--- src/rtl/rcd_pkg.sv ---
package rcd_pkg;
    // Bus geometry
    localparam int          ADDR_W      = 4;
    localparam int          DATA_W      = 32;
    localparam logic [3:0]  OFS_CMD     = 4'h0;
    localparam logic [3:0]  OFS_STATUS  = 4'h4;
    localparam logic [3:0]  OFS_CTRL    = 4'h8;
    localparam logic [3:0]  BE_FULL     = 4'hF;
    localparam logic        CTRL_EN_RST = 1'b1;
    localparam int          CTRL_EN_BIT = 0;
    localparam int          ST_SYNC_BIT = 0;
    localparam int          ST_BUSY_BIT = 1;
    localparam int          ST_FLAG_BIT = 2;
    localparam int          ST_EN_BIT   = 3;

    // Command word fields
    localparam int TYPE_HI = 31;
    localparam int TYPE_LO = 24;
    localparam int SUB_HI  = 23;
    localparam int SUB_LO  = 16;
    localparam int PRM_HI  = 15;
    localparam int SYNC_VB_BIT  = 0;
    localparam int LINE_AXIS_Y  = 0;
    localparam int LINE_NO_END  = 1;
    localparam int LINE_PAT_CLR = 2;
    localparam int LINE_AA      = 3;
    localparam int LINE_FAST    = 4;
    localparam int VTX_SEL_HI   = 1;

    // Type codes
    localparam logic [7:0] T_POINT       = 8'h00;
    localparam logic [7:0] T_POINT_DEPTH = 8'h01;
    localparam logic [7:0] T_LINE        = 8'h02;
    localparam logic [7:0] T_FLINE       = 8'h03;
    localparam logic [7:0] T_FLINE_PK    = 8'h04;
    localparam logic [7:0] T_TRAP        = 8'h05;
    localparam logic [7:0] T_FTRI        = 8'h06;
    localparam logic [7:0] T_FTRI_PK     = 8'h07;
    localparam logic [7:0] T_RECT        = 8'h09;
    localparam logic [7:0] T_BITMAP      = 8'h0B;
    localparam logic [7:0] T_COPY        = 8'h0D;
    localparam logic [7:0] T_ALT_COPY    = 8'h0F;
    localparam logic [7:0] T_TEX         = 8'h11;
    localparam logic [7:0] T_TEX_LOCAL   = 8'h13;
    localparam logic [7:0] T_ALPHA_COPY  = 8'h1F;
    localparam logic [7:0] T_VTX         = 8'h70;
    localparam logic [7:0] T_VTX_PK      = 8'h71;
    localparam logic [7:0] T_DRAW        = 8'hF0;
    localparam logic [7:0] T_REGSET      = 8'hF1;
    localparam logic [7:0] T_SYNC        = 8'hFC;
    localparam logic [7:0] T_IRQ         = 8'hFD;
    localparam logic [7:0] T_NOP         = 8'hFF;

    // Sub-command codes
    localparam logic [7:0] S_POINT       = 8'h00;
    localparam logic [7:0] S_POINT_DEPTH = 8'h01;
    localparam logic [2:0] S_LINE_PFX    = 3'h1;
    localparam logic [7:0] S_SOLID_FILL  = 8'h41;
    localparam logic [7:0] S_BLOCK_DRAW  = 8'h42;
    localparam logic [7:0] S_CHAR_BITMAP = 8'h43;
    localparam logic [7:0] S_COPY_UL     = 8'h44;
    localparam logic [7:0] S_COPY_LR     = 8'h47;
    localparam logic [7:0] S_TEX_PATTERN = 8'h48;
    localparam logic [7:0] S_TILE        = 8'h49;
    localparam logic [7:0] S_TRAP_RIGHT  = 8'h60;
    localparam logic [7:0] S_TRAP_LEFT   = 8'h61;
    localparam logic [7:0] S_FAN         = 8'h62;
    localparam logic [7:0] S_FLAG_FAN    = 8'h63;
    localparam logic [7:0] S_FRAME_FLUSH = 8'hC1;
    localparam logic [7:0] S_DEPTH_FLUSH = 8'hC2;
    localparam logic [7:0] S_SHAPE_BEGIN = 8'hE0;
    localparam logic [7:0] S_SHAPE_END   = 8'hE1;
    localparam logic [7:0] S_FLAG_CLEAR  = 8'hE2;
    localparam logic [7:0] S_NORMAL      = 8'hFF;

    // Parameter words that follow each first word
    localparam logic [7:0] N_POINT       = 8'h02;
    localparam logic [7:0] N_POINT_DEPTH = 8'h03;
    localparam logic [7:0] N_LINE        = 8'h05;
    localparam logic [7:0] N_FAST_2W     = 8'h02;
    localparam logic [7:0] N_PACKED      = 8'h01;
    localparam logic [7:0] N_BLOCK       = 8'h02;
    localparam logic [7:0] N_COPY        = 8'h03;
    localparam logic [7:0] N_NONE        = 8'h00;

    typedef enum logic [1:0] {
        RCD_IDLE  = 2'b00,
        RCD_PARAM = 2'b01,
        RCD_SYNC  = 2'b10
    } rcd_phase_t;
endpackage : rcd_pkg

--- src/rtl/rcd_decoder.sv ---
// Design decisions made here: the Avalon-MM slave port and the address map.
`timescale 1ns/100ps
// What this block does
// - Decode the eight primitive draw type codes, point through packed fast triangle.
// - Decode block type codes: rectangle, bitmap, copies, texture loads, alpha copy.
// - Decode control types: vertex sets, draw, register set, sync, interrupt, no-op.
// - Line sub-commands: axis Y, no end point, pattern clear, anti-alias, fast line.
// - Fast line starts at vertex 1 when the select bit is set, else vertex 0.
// - Decode block sub-commands: fill, block draw, bitmap, four copies, texture, tile.
// - Decode trapezoid right/left, fan and flagged fan sub-commands.
// - Decode flushes, shape begin/end, flag clear, normal; shape end clears flag.
// - The four copy sub-commands choose the starting corner.
// - Rectangle with flag clear clears the flag; with fill draws solid rectangle.
// - Bitmap type with bitmap sub-command draws a character bitmap.
// - Vertex set normal loads a vertex; shape begin starts bounding rectangle.
// - Interrupt command raises a request toward the host.
// - Sync stalls all following words until the selected event.
// - Sync flag bit 0 selects vertical blank; bits 4..1 are reserved zero.
// - Flag bit clear means no wait; set means wait for vertical blank.
// - Parameter words are stored as they arrive; the last in the same cycle the command executes.
// - Register set writes count words to consecutive registers from the start address.
module rcd_decoder (
    input  wire logic                       i_clk,
    input  wire logic                       i_resetn,
    input  wire logic [rcd_pkg::ADDR_W-1:0] i_address,
    input  wire logic                       i_read,
    input  wire logic                       i_write,
    input  wire logic [rcd_pkg::DATA_W-1:0] i_writedata,
    input  wire logic [3:0]                 i_byteenable,
    output logic      [rcd_pkg::DATA_W-1:0] o_readdata,
    output logic                            o_waitrequest,
    input  wire logic                       i_vertical_blank_event,
    output logic                            o_exec,
    output logic      [7:0]                 o_exec_type,
    output logic      [7:0]                 o_exec_sub,
    output logic      [15:0]                o_exec_low,
    output logic                            o_param_we,
    output logic                            o_reg_we,
    output logic      [15:0]                o_out_index,
    output logic      [rcd_pkg::DATA_W-1:0] o_out_data,
    output logic                            o_start_vertex1,
    output logic      [1:0]                 o_copy_corner,
    output logic                            o_flush_frame,
    output logic                            o_flush_depth,
    output logic                            o_shape_begin,
    output logic                            o_vertex_load,
    output logic                            o_shape_flag,
    output logic                            o_host_irq
);
    import rcd_pkg::*;

    typedef struct packed {
        rcd_phase_t   phase;
        logic         en;
        logic         wait_r;
        logic [31:0]  rdata;
        logic [7:0]   ctype;
        logic [7:0]   csub;
        logic [15:0]  clow;
        logic [7:0]   left;
        logic [15:0]  idx;
        logic         exec;
        logic [7:0]   ex_type;
        logic [7:0]   ex_sub;
        logic [15:0]  ex_low;
        logic         pwe;
        logic         rwe;
        logic [15:0]  out_idx;
        logic [31:0]  out_data;
        logic         v1;
        logic [1:0]   corner;
        logic         fl_frame;
        logic         fl_depth;
        logic         sh_begin;
        logic         vtx_load;
        logic         sh_flag;
        logic         irq;
        logic         vb1;
        logic         vb2;
        logic         vb3;
    } rcd_state_t;

    rcd_state_t c_r;
    rcd_state_t c_nxt;

    function automatic logic [7:0] rcd_param_words(input logic [7:0] t);
        case (t)
            T_POINT:                          rcd_param_words = N_POINT;
            T_POINT_DEPTH:                    rcd_param_words = N_POINT_DEPTH;
            T_LINE:                           rcd_param_words = N_LINE;
            T_FLINE, T_FTRI, T_VTX:           rcd_param_words = N_FAST_2W;
            T_FLINE_PK, T_FTRI_PK, T_VTX_PK:  rcd_param_words = N_PACKED;
            T_RECT, T_BITMAP, T_TEX:          rcd_param_words = N_BLOCK;
            T_COPY, T_ALT_COPY, T_TEX_LOCAL,
            T_ALPHA_COPY:                     rcd_param_words = N_COPY;
            default:                          rcd_param_words = N_NONE;
        endcase
    endfunction : rcd_param_words

    function automatic logic rcd_valid(input logic [7:0] t, input logic [7:0] s);
        case (t)
            T_POINT:            rcd_valid = (s == S_POINT);
            T_POINT_DEPTH:      rcd_valid = (s == S_POINT_DEPTH);
            T_LINE:             rcd_valid = (s[7:5] == S_LINE_PFX) && !s[LINE_FAST];
            T_FLINE, T_FLINE_PK: rcd_valid = (s[7:5] == S_LINE_PFX) && s[LINE_FAST];
            T_TRAP:             rcd_valid = (s == S_TRAP_RIGHT) || (s == S_TRAP_LEFT);
            T_FTRI, T_FTRI_PK:  rcd_valid = (s == S_FAN) || (s == S_FLAG_FAN);
            T_RECT:             rcd_valid = (s == S_SOLID_FILL) || (s == S_FLAG_CLEAR)
                                            || (s == S_BLOCK_DRAW);
            T_BITMAP:           rcd_valid = (s == S_CHAR_BITMAP);
            T_COPY, T_ALT_COPY: rcd_valid = (s >= S_COPY_UL) && (s <= S_COPY_LR);
            T_TEX, T_TEX_LOCAL: rcd_valid = (s == S_TEX_PATTERN) || (s == S_TILE);
            T_VTX, T_VTX_PK:    rcd_valid = (s == S_NORMAL) || (s == S_SHAPE_BEGIN);
            T_DRAW:             rcd_valid = (s == S_FRAME_FLUSH) || (s == S_DEPTH_FLUSH)
                                            || (s == S_SHAPE_END);
            T_ALPHA_COPY, T_REGSET, T_SYNC, T_IRQ, T_NOP: rcd_valid = 1'b1;
            default:            rcd_valid = 1'b0;
        endcase
    endfunction : rcd_valid

    ////////////////////////////////////////////////////////////////////////////
    logic        req;
    logic        hit_cmd;
    logic        stall;
    logic        accept;
    logic        vb_edge;
    logic        e_go;
    logic [7:0]  e_type;
    logic [7:0]  e_sub;
    logic [15:0] e_low;

    assign req     = i_read | i_write;
    assign hit_cmd = i_write && (i_address == OFS_CMD);
    // Back-pressure instead of a queue: the host simply waits out the sync
    assign stall   = hit_cmd && (c_r.phase == RCD_SYNC);
    assign accept  = hit_cmd && c_r.wait_r && !stall && c_r.en && (i_byteenable == BE_FULL);
    assign vb_edge = c_r.vb2 && !c_r.vb3;

    always_comb begin
        c_nxt          = c_r;
        e_go           = 1'b0;
        e_type         = c_r.ctype;
        e_sub          = c_r.csub;
        e_low          = c_r.clow;
        c_nxt.exec     = 1'b0;
        c_nxt.pwe      = 1'b0;
        c_nxt.rwe      = 1'b0;
        c_nxt.fl_frame = 1'b0;
        c_nxt.fl_depth = 1'b0;
        c_nxt.sh_begin = 1'b0;
        c_nxt.vtx_load = 1'b0;
        c_nxt.irq      = 1'b0;
        c_nxt.vb1      = i_vertical_blank_event;
        c_nxt.vb2      = c_r.vb1;
        c_nxt.vb3      = c_r.vb2;
        if ((c_r.phase == RCD_SYNC) && vb_edge) begin
            c_nxt.phase = RCD_IDLE;
        end

        // Bus slave: one wait cycle, then a single low cycle of waitrequest
        if (!c_r.wait_r) begin
            c_nxt.wait_r = 1'b1;
        end else if (req && !stall) begin
            c_nxt.wait_r = 1'b0;
            c_nxt.rdata  = 32'h0000_0000;
            if (i_read && (i_address == OFS_STATUS)) begin
                c_nxt.rdata[ST_SYNC_BIT] = (c_r.phase == RCD_SYNC);
                c_nxt.rdata[ST_BUSY_BIT] = (c_r.phase == RCD_PARAM);
                c_nxt.rdata[ST_FLAG_BIT] = c_r.sh_flag;
                c_nxt.rdata[ST_EN_BIT]   = c_r.en;
                c_nxt.rdata[15:8]        = c_r.ex_type;
                c_nxt.rdata[23:16]       = c_r.ex_sub;
            end else if (i_read && (i_address == OFS_CTRL)) begin
                c_nxt.rdata[CTRL_EN_BIT] = c_r.en;
            end
            if (i_write && (i_address == OFS_CTRL) && i_byteenable[0]) begin
                c_nxt.en = i_writedata[CTRL_EN_BIT];
            end
        end

        // Word parser
        if (accept) begin
            if (c_r.phase == RCD_IDLE) begin
                c_nxt.ctype = i_writedata[TYPE_HI:TYPE_LO];
                c_nxt.csub  = i_writedata[SUB_HI:SUB_LO];
                c_nxt.clow  = i_writedata[PRM_HI:0];
                c_nxt.idx   = 16'h0000;
                e_type      = i_writedata[TYPE_HI:TYPE_LO];
                e_sub       = i_writedata[SUB_HI:SUB_LO];
                e_low       = i_writedata[PRM_HI:0];
                if (e_type == T_REGSET) begin
                    c_nxt.left = e_sub;
                    c_nxt.idx  = e_low;
                end else begin
                    c_nxt.left = rcd_param_words(e_type);
                end
                if (c_nxt.left != 8'h00) begin
                    c_nxt.phase = RCD_PARAM;
                end else begin
                    e_go = (e_type != T_REGSET);
                end
            end else begin
                c_nxt.out_data = i_writedata;
                c_nxt.out_idx  = c_r.idx;
                c_nxt.idx      = c_r.idx + 16'h0001;
                c_nxt.left     = c_r.left - 8'h01;
                if (c_r.ctype == T_REGSET) begin
                    c_nxt.rwe = 1'b1;
                end else begin
                    c_nxt.pwe = 1'b1;
                end
                if (c_r.left == 8'h01) begin
                    c_nxt.phase = RCD_IDLE;
                    e_go        = (c_r.ctype != T_REGSET);
                end
            end
        end

        // Execution of a complete command; unknown codes fall through quietly
        if (e_go && rcd_valid(e_type, e_sub)) begin
            c_nxt.exec    = !((e_type == T_NOP) || (e_type == T_SYNC) || (e_type == T_REGSET));
            c_nxt.ex_type = e_type;
            c_nxt.ex_sub  = e_sub;
            c_nxt.ex_low  = e_low;
            c_nxt.v1      = ((e_type == T_FLINE) || (e_type == T_FLINE_PK)) && e_sub[0];
            c_nxt.corner  = e_sub[1:0];
            c_nxt.irq     = (e_type == T_IRQ);
            if ((e_type == T_SYNC) && e_low[SYNC_VB_BIT]) begin
                c_nxt.phase = RCD_SYNC;
            end
            c_nxt.fl_frame = (e_type == T_DRAW) && (e_sub == S_FRAME_FLUSH);
            c_nxt.fl_depth = (e_type == T_DRAW) && (e_sub == S_DEPTH_FLUSH);
            c_nxt.sh_begin = ((e_type == T_VTX) || (e_type == T_VTX_PK))
                             && (e_sub == S_SHAPE_BEGIN);
            c_nxt.vtx_load = ((e_type == T_VTX) || (e_type == T_VTX_PK))
                             && (e_sub == S_NORMAL);
            if (((e_type == T_FTRI) || (e_type == T_FTRI_PK)) && (e_sub == S_FLAG_FAN)) begin
                c_nxt.sh_flag = 1'b1;
            end else if (((e_type == T_DRAW) && (e_sub == S_SHAPE_END))
                         || ((e_type == T_RECT) && (e_sub == S_FLAG_CLEAR))) begin
                c_nxt.sh_flag = 1'b0;
            end
        end
    end

    always_ff @(posedge i_clk) begin
        if (!i_resetn) begin
            c_r        <= '0;
            c_r.phase  <= RCD_IDLE;
            c_r.en     <= CTRL_EN_RST;
            c_r.wait_r <= 1'b1;
        end else begin
            c_r <= c_nxt;
        end
    end

    assign o_readdata      = c_r.rdata;
    assign o_waitrequest   = c_r.wait_r;
    assign o_exec          = c_r.exec;
    assign o_exec_type     = c_r.ex_type;
    assign o_exec_sub      = c_r.ex_sub;
    assign o_exec_low      = c_r.ex_low;
    assign o_param_we      = c_r.pwe;
    assign o_reg_we        = c_r.rwe;
    assign o_out_index     = c_r.out_idx;
    assign o_out_data      = c_r.out_data;
    assign o_start_vertex1 = c_r.v1;
    assign o_copy_corner   = c_r.corner;
    assign o_flush_frame   = c_r.fl_frame;
    assign o_flush_depth   = c_r.fl_depth;
    assign o_shape_begin   = c_r.sh_begin;
    assign o_vertex_load   = c_r.vtx_load;
    assign o_shape_flag    = c_r.sh_flag;
    assign o_host_irq      = c_r.irq;

    ////////////////////////////////////////////////////////////////////////////
    logic idle_first;
    assign idle_first = accept && (c_r.phase == RCD_IDLE);

    a_irq_raise: assert property (@(posedge i_clk) disable iff (!i_resetn)
        idle_first && (i_writedata[TYPE_HI:TYPE_LO] == T_IRQ) |=> o_host_irq ##1 !o_host_irq)
        else $error("interrupt command did not pulse the host request");
    a_sync_stall: assert property (@(posedge i_clk) disable iff (!i_resetn)
        (c_r.phase == RCD_SYNC) && hit_cmd |=> o_waitrequest)
        else $error("command word taken during sync wait");
    a_sync_vertical_blank_event: assert property (@(posedge i_clk) disable iff (!i_resetn)
        idle_first && (i_writedata[TYPE_HI:TYPE_LO] == T_SYNC) && i_writedata[SYNC_VB_BIT]
        |=> (c_r.phase == RCD_SYNC))
        else $error("sync with blank flag did not wait");
    a_sync_nowait: assert property (@(posedge i_clk) disable iff (!i_resetn)
        idle_first && (i_writedata[TYPE_HI:TYPE_LO] == T_SYNC) && !i_writedata[SYNC_VB_BIT]
        |=> (c_r.phase == RCD_IDLE))
        else $error("sync without flag waited");
    a_point_params: assert property (@(posedge i_clk) disable iff (!i_resetn)
        o_exec && (o_exec_type == T_POINT) |-> o_param_we && (o_out_index == 16'h0001))
        else $error("point executed before its parameter words");
    a_regset_write: assert property (@(posedge i_clk) disable iff (!i_resetn)
        accept && (c_r.phase == RCD_PARAM) && (c_r.ctype == T_REGSET)
        |=> o_reg_we && (o_out_data == $past(i_writedata)) && (o_out_index == $past(c_r.idx)))
        else $error("register set word not forwarded");
    a_fast_vertex: assert property (@(posedge i_clk) disable iff (!i_resetn)
        o_exec && (o_exec_type == T_FLINE) |-> (o_start_vertex1 == o_exec_sub[0]))
        else $error("fast line start vertex wrong");
    a_unknown_quiet: assert property (@(posedge i_clk) disable iff (!i_resetn)
        idle_first && (i_writedata[TYPE_HI:TYPE_LO] == 8'h08) |=> !o_exec && (c_r.phase == RCD_IDLE))
        else $error("unlisted type had an effect");
    a_shape_end: assert property (@(posedge i_clk) disable iff (!i_resetn)
        o_exec && (o_exec_type == T_DRAW) && (o_exec_sub == S_SHAPE_END) |-> !o_shape_flag)
        else $error("shape end left the flag set");
    a_copy_corner: assert property (@(posedge i_clk) disable iff (!i_resetn)
        o_exec && (o_exec_type == T_COPY) |-> (o_copy_corner == o_exec_sub[1:0]))
        else $error("copy corner mismatch");

    c_sync_release: cover property (@(posedge i_clk) disable iff (!i_resetn)
        (c_r.phase == RCD_SYNC) ##1 (c_r.phase == RCD_IDLE));
    c_regset_two: cover property (@(posedge i_clk) disable iff (!i_resetn) o_reg_we ##[1:8] o_reg_we);
    c_line_exec: cover property (@(posedge i_clk) disable iff (!i_resetn) o_exec && (o_exec_type == T_LINE));
endmodule : rcd_decoder

--- config.mk ---
export PLATFORM = sky130hd
export DESIGN_NAME = rcd_decoder
export DESIGN_NICKNAME = d
export VERILOG_FILES = /design/src/rtl/rcd_pkg.sv /design/src/rtl/rcd_decoder.sv
export SDC_FILE = /design/constraint.sdc
export NUM_CORES = 1
export LEC_CHECK = 0
export BUFFER_PORTS_ARGS = -buffer_cell sky130_fd_sc_hd__buf_2
export CAP_MARGIN = 30
export CORE_ASPECT_RATIO = 0.6
export CORE_MARGIN = 2
export CORE_UTILIZATION = 42
export CTS_CLUSTER_SIZE = 28
export DETAILED_ROUTE_END_ITERATION = 12
export PLACE_DENSITY = 0.62
export SETUP_SLACK_MARGIN = 0.3
export SKIP_LAST_GASP = 1
export SYNTH_ARGS = -nofsm -noshare
export SYNTH_HDL_FRONTEND = slang
export SYNTH_SLANG_ARGS = --single-unit
--- constraint.sdc ---
create_clock -name i_clk -period 6.23 [get_ports i_clk]
set_input_delay 0.3115 -clock i_clk [delete_from_list [all_inputs] [get_ports i_clk]]
set_output_delay 0.3115 -clock i_clk [all_outputs]
set_load 0.005 [all_outputs]
After elaboration in Yosys (flattened, before gate mapping):

Cells that the tools add are included.

* bitwise gates (word level): 4
* equality and inequality tests: 63
* muxes and demuxes: 33
* magnitude comparators: 2
* $mul: 0
* $add $sub $neg: 2
* reduce and logical (&&, ||, !) cells: 68
* divide/modulo/power cells: 0
* shift-type cells: 0

Operators with widths (number)
* $eq 8x7->1 const B: 13
* $eq 8x8->1 const B: 13
* $eq 8x4->1 const B: 8
* $mux 16: 4
* $eq 8x3->1 const B: 7
* $mux 8: 7
* $eq 8x5->1 const B: 6
* $mux 33: 1
* $eq 8x1->1 const B: 4
* $eq 8x2->1 const B: 4
* $logic_and 1x1->1: 26
* $logic_not 8->1: 3
* $mux 24: 1
* $add 16x1->16 const B: 1
* $ne 8x8->1 const B: 2
* $logic_or 1x1->1: 14
* $mux 2: 7
* $pmux 1 s13: 1
* $pmux 3 s4: 1
* $reduce_and 2->1: 6
* $mux 1: 10
* $reduce_or 2->1: 5
* $reduce_or 5->1: 2
* $eq 4x4->1 const B: 2
* 18 further kinds: 24

* ROM bits: 0
* memories: 0
* input port bits: 45
* logic and storage cells: 200
* bits in registers: 175
* bits in latches: 0
* bits in writable memories: 0
* output and inout port bits: 125

Logic depth before layout (Yosys ltp):

* depth in word-level cells: 14
* mapped depth: 10
* depth with buffers taken out: 8

Worst setup path after synthesis:

No wires, ideal clock.

* path type: in2reg
* start: input port i_writedata[29] in the netlist's numbering
* end: register c_r (netlist bit o_exec_low[10])
* path slack: 3.617 ns
* stages: 10
* buffers on the path: 3
* arrival time: 2.492 ns
* path through: buf_6 or4_1 buf_2 nor4_4 mux2i_1 nor4_2 o21ai_2 a31oi_4 buf_6 mux2_4

* cells in the longest elaborated chain, start to end: 11
* elaborated cells between the ends (all ways): 61
* those cells by class: 38 x eq/ne; 10 x mux; 13 x reduce/logical

Ends and longest elaborated chain
* start, declared: line rcd_decoder.sv:28 `input wire logic [rcd_pkg::DATA_W-1:0] i_writedata,`
* $eq 8x4->1, or another cell as far along: line rcd_decoder.sv:87 `case (t)`
* $reduce_or 7->1 (no line), or another cell as far along
* $pmux 3 s4: line rcd_decoder.sv:87
* $mux 8: line rcd_decoder.sv:191 `if (e_type == T_REGSET) begin`
* $mux 8: line rcd_decoder.sv:183 `if (c_r.phase == RCD_IDLE) begin`
* $mux 8: line rcd_decoder.sv:182 `if (accept) begin`
* $reduce_bool 8->1: line rcd_decoder.sv:197 `if (c_nxt.left != 8'h00) begin`
* $mux 1: line rcd_decoder.sv:197
* $mux 1: line rcd_decoder.sv:183
* $mux 1: line rcd_decoder.sv:182
* $logic_and 1x1->1 *: line rcd_decoder.sv:220 `if (e_go && rcd_valid(e_type, e_sub)) begin`
* end signal, assigned: line rcd_decoder.sv:253 `c_r <= c_nxt;`
* end, declared: line rcd_decoder.sv:83 `rcd_state_t c_r;`

Every way passes the cells marked *; elsewhere a longest branch is shown, timed or not. The select of a mux whose other input is x is not followed.
A chain may end at the register's enable or synchronous reset.

Worst setup path after layout:

* start: register c_r[184] in the netlist's numbering
* end: register c_r (netlist bit o_exec_low[4])

* cells in the longest elaborated chain, start to end: 8
* elaborated cells between the ends (all ways): 68
* those cells by class: 2 x order compare; 38 x eq/ne; 5 x mux; 23 x reduce/logical

Ends and longest elaborated chain
* $logic_and 1x1->1 * (2 in series): line rcd_decoder.sv:136 `assign accept = hit_cmd && c_r.wait_r && !stall && c_r.en && (i_byteenable == BE_FULL);`
* parallel branches: the longest is 6 deep, another holds $ge 8x7->1

Every way passes the cells marked *.

==> impl_metrics.tcl <==
set metrics [dict create \
    slowest_stage "and2_1" \
    synth.avg_cell_area_sq_um 8.22 \
    place_inst 1414 \
    yosysWarnings 0 \
    yosysMostFrequentCell "nand2_1" \
    synth-main-ff-cell "dfxtp_1" \
    netlist_area_sq_um 9410 \
    synth_compound_area_share_pct 17.7 \
    die_h_um 120 \
    r2r-start "c_r[184]" \
    grt_pass1_wl_mm 41.6 \
    synthTopCellsByCount "nand2_1, dfxtp_1, buf_4" \
    synth_top_family_by_area "simple AND/OR/NAND/NOR gates" \
    syn_inst 1145 \
    cts-root-buf "clkbuf_16" \
    numCtsBuffers 17 \
    period_share_pct 55.0 \
    drive_above_1_share_pct 21.8 \
    clockBufferDepth 2 \
    viasPerCell 5.53 \
    startpoint "c_r[184]" \
    crit_buf_inv 1 \
    fin_crit_ps 3420 \
    finalClockSkew_ps 8.94 \
    clkSinkCount 173 \
    vias 7985 \
    stdcell_count 1444 \
    setup_viol 0 \
    place_hpwl_mm 18.6 \
    hold_class "input port to register" \
    status "finished clean" \
    fp.dieArea_sq_um 23700 \
    cpPeakStageDelay_ps 630 \
    post-cts-setup-buffers 0 \
    portBuffers 157 \
    fin_nets 1195 \
    cp_cell_sequence "nand4_1 > nor4_1 > and2_1 > or4_1 > a22oi_1 > a31oi_4 > buf_4 > mux2_2" \
    ys_ff_latch 173 \
    cts_max_level 4 \
    synth_cell_types 67 \
    synth_top_area_share_pct 36.8 \
    core_area_sq_um 22000 \
    wire_per_inst_um 18.4 \
    p_leak_nw 3.94 \
    synth_seq_area_share_pct 36.8 \
    grt-ovfl-total 0 \
    path_clk_slew_ps 70 \
    grt_pass1_vias 7396 \
    yosysTopAreaCell "dfxtp_1" \
    synthMuxAreaShare_pct 5.68 \
    num_io_pins 170 \
    synth_fa_ha_area_share_pct 0.399 \
    drt_iter0_markers 543 \
    first_pass_iters 5 \
    ys_async_sr_fraction_pct 0 \
    crit_path_max_fanout 32 \
    initial_core_util_pct 42.7 \
    antennaDiodeCount 0 \
    irDropWorstVdd_mv 0.195 \
    nFillCells 2211 \
    rsz0062_at_grt "no" \
    rrSetupSlack_ps 2810 \
    path_delay_family "simple AND/OR/NAND/NOR gates" \
    slew_viol_final 0 \
    cts_resized 0 \
    gp_congestion 0.899 \
    synth-edff-count 0 \
    hold_violations 0 \
    maxClockFrequency_mhz 292 \
    slew_headroom_pct 47.7 \
    track_usage_pct 22.5 \
    die_w_um 197 \
    worstSetupPathType "register to register" \
    antenna_found_initial 0 \
    synthSimpleGateAreaFrac_pct 25.3 \
    ant_nets 0 \
    fp-row-count 42 \
    required_ps 6560 \
    crit_path_start_kind "register" \
    grt_max_degree 84 \
    insertion_delay_ps 440 \
    synth-xor-area-share_pct 0.745 \
    drc 0 \
    setup-tns-final_ps 0 \
    finalWirelength_mm 26.6 \
    crit_arrival_ps 3750 \
    p_per_area_nw_per_um2 225 \
    hold_start "i_vertical_blank_event" \
    syn2layout_area_growth_pct 7.46 \
    cts_tree "built" \
    worstSetupEndpointType "register" \
    cap_violations 0 \
    synth_area_leaders "dfxtp_1, buf_4, nand2_1, a21boi_0, mux2_4" \
    worst_slew_pin_slew_ps 774 \
    postCtsHoldBufs 0 \
]
registers in the layout, indices dropped and copies added (netlist names):
signal,count
o_exec_type,8
o_exec_sub,8
o_out_data,32
o_reg_we,1
o_flush_frame,1
o_vertex_load,1
o_exec,1
o_flush_depth,1
o_shape_flag,1
o_start_vertex1,1
o_waitrequest,1
o_shape_begin,1
c_nxt,2
o_readdata,20
o_exec_low,16
o_param_we,1
c_r,60
o_host_irq,1
o_out_index,16
metal layers:
layer	part of all wire (%)	wire length (um)	vias up	track usage, %
met2	40	10700	309	30.8
met4	0.92	244	2	5.31
met5	0.18	49	-	1.74
li1	-	-	3842	-
met1	50	13300	3810	33.6
met3	8.6	2280	22	7.11
placed cells by master (no fill, tap or decap), types with 4 or more instances in the layout:
master	Yosys	routed
a41oi_1	4	4
a22o_1	19	19
or4_1	8	8
and3_1	14	14
nand4b_1	5	5
nand3b_1	6	6
mux2_4	28	28
inv_1	8	8
clkbuf_16	0	17
or4b_2	5	5
nand2_1	202	201
a22oi_1	5	5
nor2_1	57	56
nor3_1	31	30
buf_4	114	13
nor2b_1	10	10
nor3b_1	4	4
xor2_1	5	5
o21ai_0	35	35
and4b_1	4	4
nand3_1	29	29
and2_1	43	43
nor4_1	13	13
nand4_1	16	16
conb_1	1	12
a21oi_1	39	39
or3_1	5	5
nand2b_1	12	12
buf_2	10	156
mux2i_1	8	8
o31ai_1	4	4
a21boi_0	87	87
dfxtp_1	173	173
a31oi_1	10	10
cell families (layout without fill, tap and decap cells):
kind of cell / Yosys count / in the layout
simple gates: 476 / 476
compound gates: 237 / 237
buf+inv: 208 / 210
flops: 173 / 173
mux: 39 / 39
xor+xnor: 8 / 8
fa+ha+maj: 3 / 3
other cells: 1 / 12
worst register-to-register path: stages (launching register included):
cell and delay (ps):
dfxtp_1 390, nand4_1 270, nor4_1 590, and2_1 630
or4_1 200, a22oi_1 130, a31oi_4 160, buf_4 520
mux2_2 430
final timing paths:
path,endpoint,cells after the start
worst max-delay path,o_exec_low[4],8
worst min-delay path,c_nxt[1],2
worst max register to register,o_exec_low[4],8
worst min register to register,c_nxt[0],1
stage by stage:
| stage | hold slack [ps] | power, W | util [%] | worst slack [ps] | area, sq um |
|---|---|---|---|---|---|
| floorplan | 412 | 0.00120 | - | 3620 | 9450 |
| global placement | 442 | 0.00124 | 43.1 | 2680 | 9480 |
| detailed placement | 447 | 0.00124 | 43.3 | 2600 | 9540 |
| CTS | 90.6 | 0.00230 | 45.9 | 2800 | 10100 |
| global route | 99.2 | 0.00235 | 45.9 | 2510 | 10100 |
| finish | 102 | 0.00228 | 45.9 | 2810 | 10100 |
where the power goes:
group,total (W),internal (W),switching [W]
logic,0.000108,0.0000335,0.0000743
registers,0.00111,0.00111,0.00000108
clock network,0.00106,0.000609,0.000454
final cells by class:
cell class	instances	area (sq um)	share of cell area [%]
multi-input cells	775	4750	47.0
flip-flops and latches	173	3460	34.2
repair buffers	172	937	9.27
clock buffers	21	460	4.55
well taps	286	358	3.54
clock inverters	9	111	1.10
inverters	8	30.0	0.297
No activity file was read; power rests on OpenSTA's default activity.
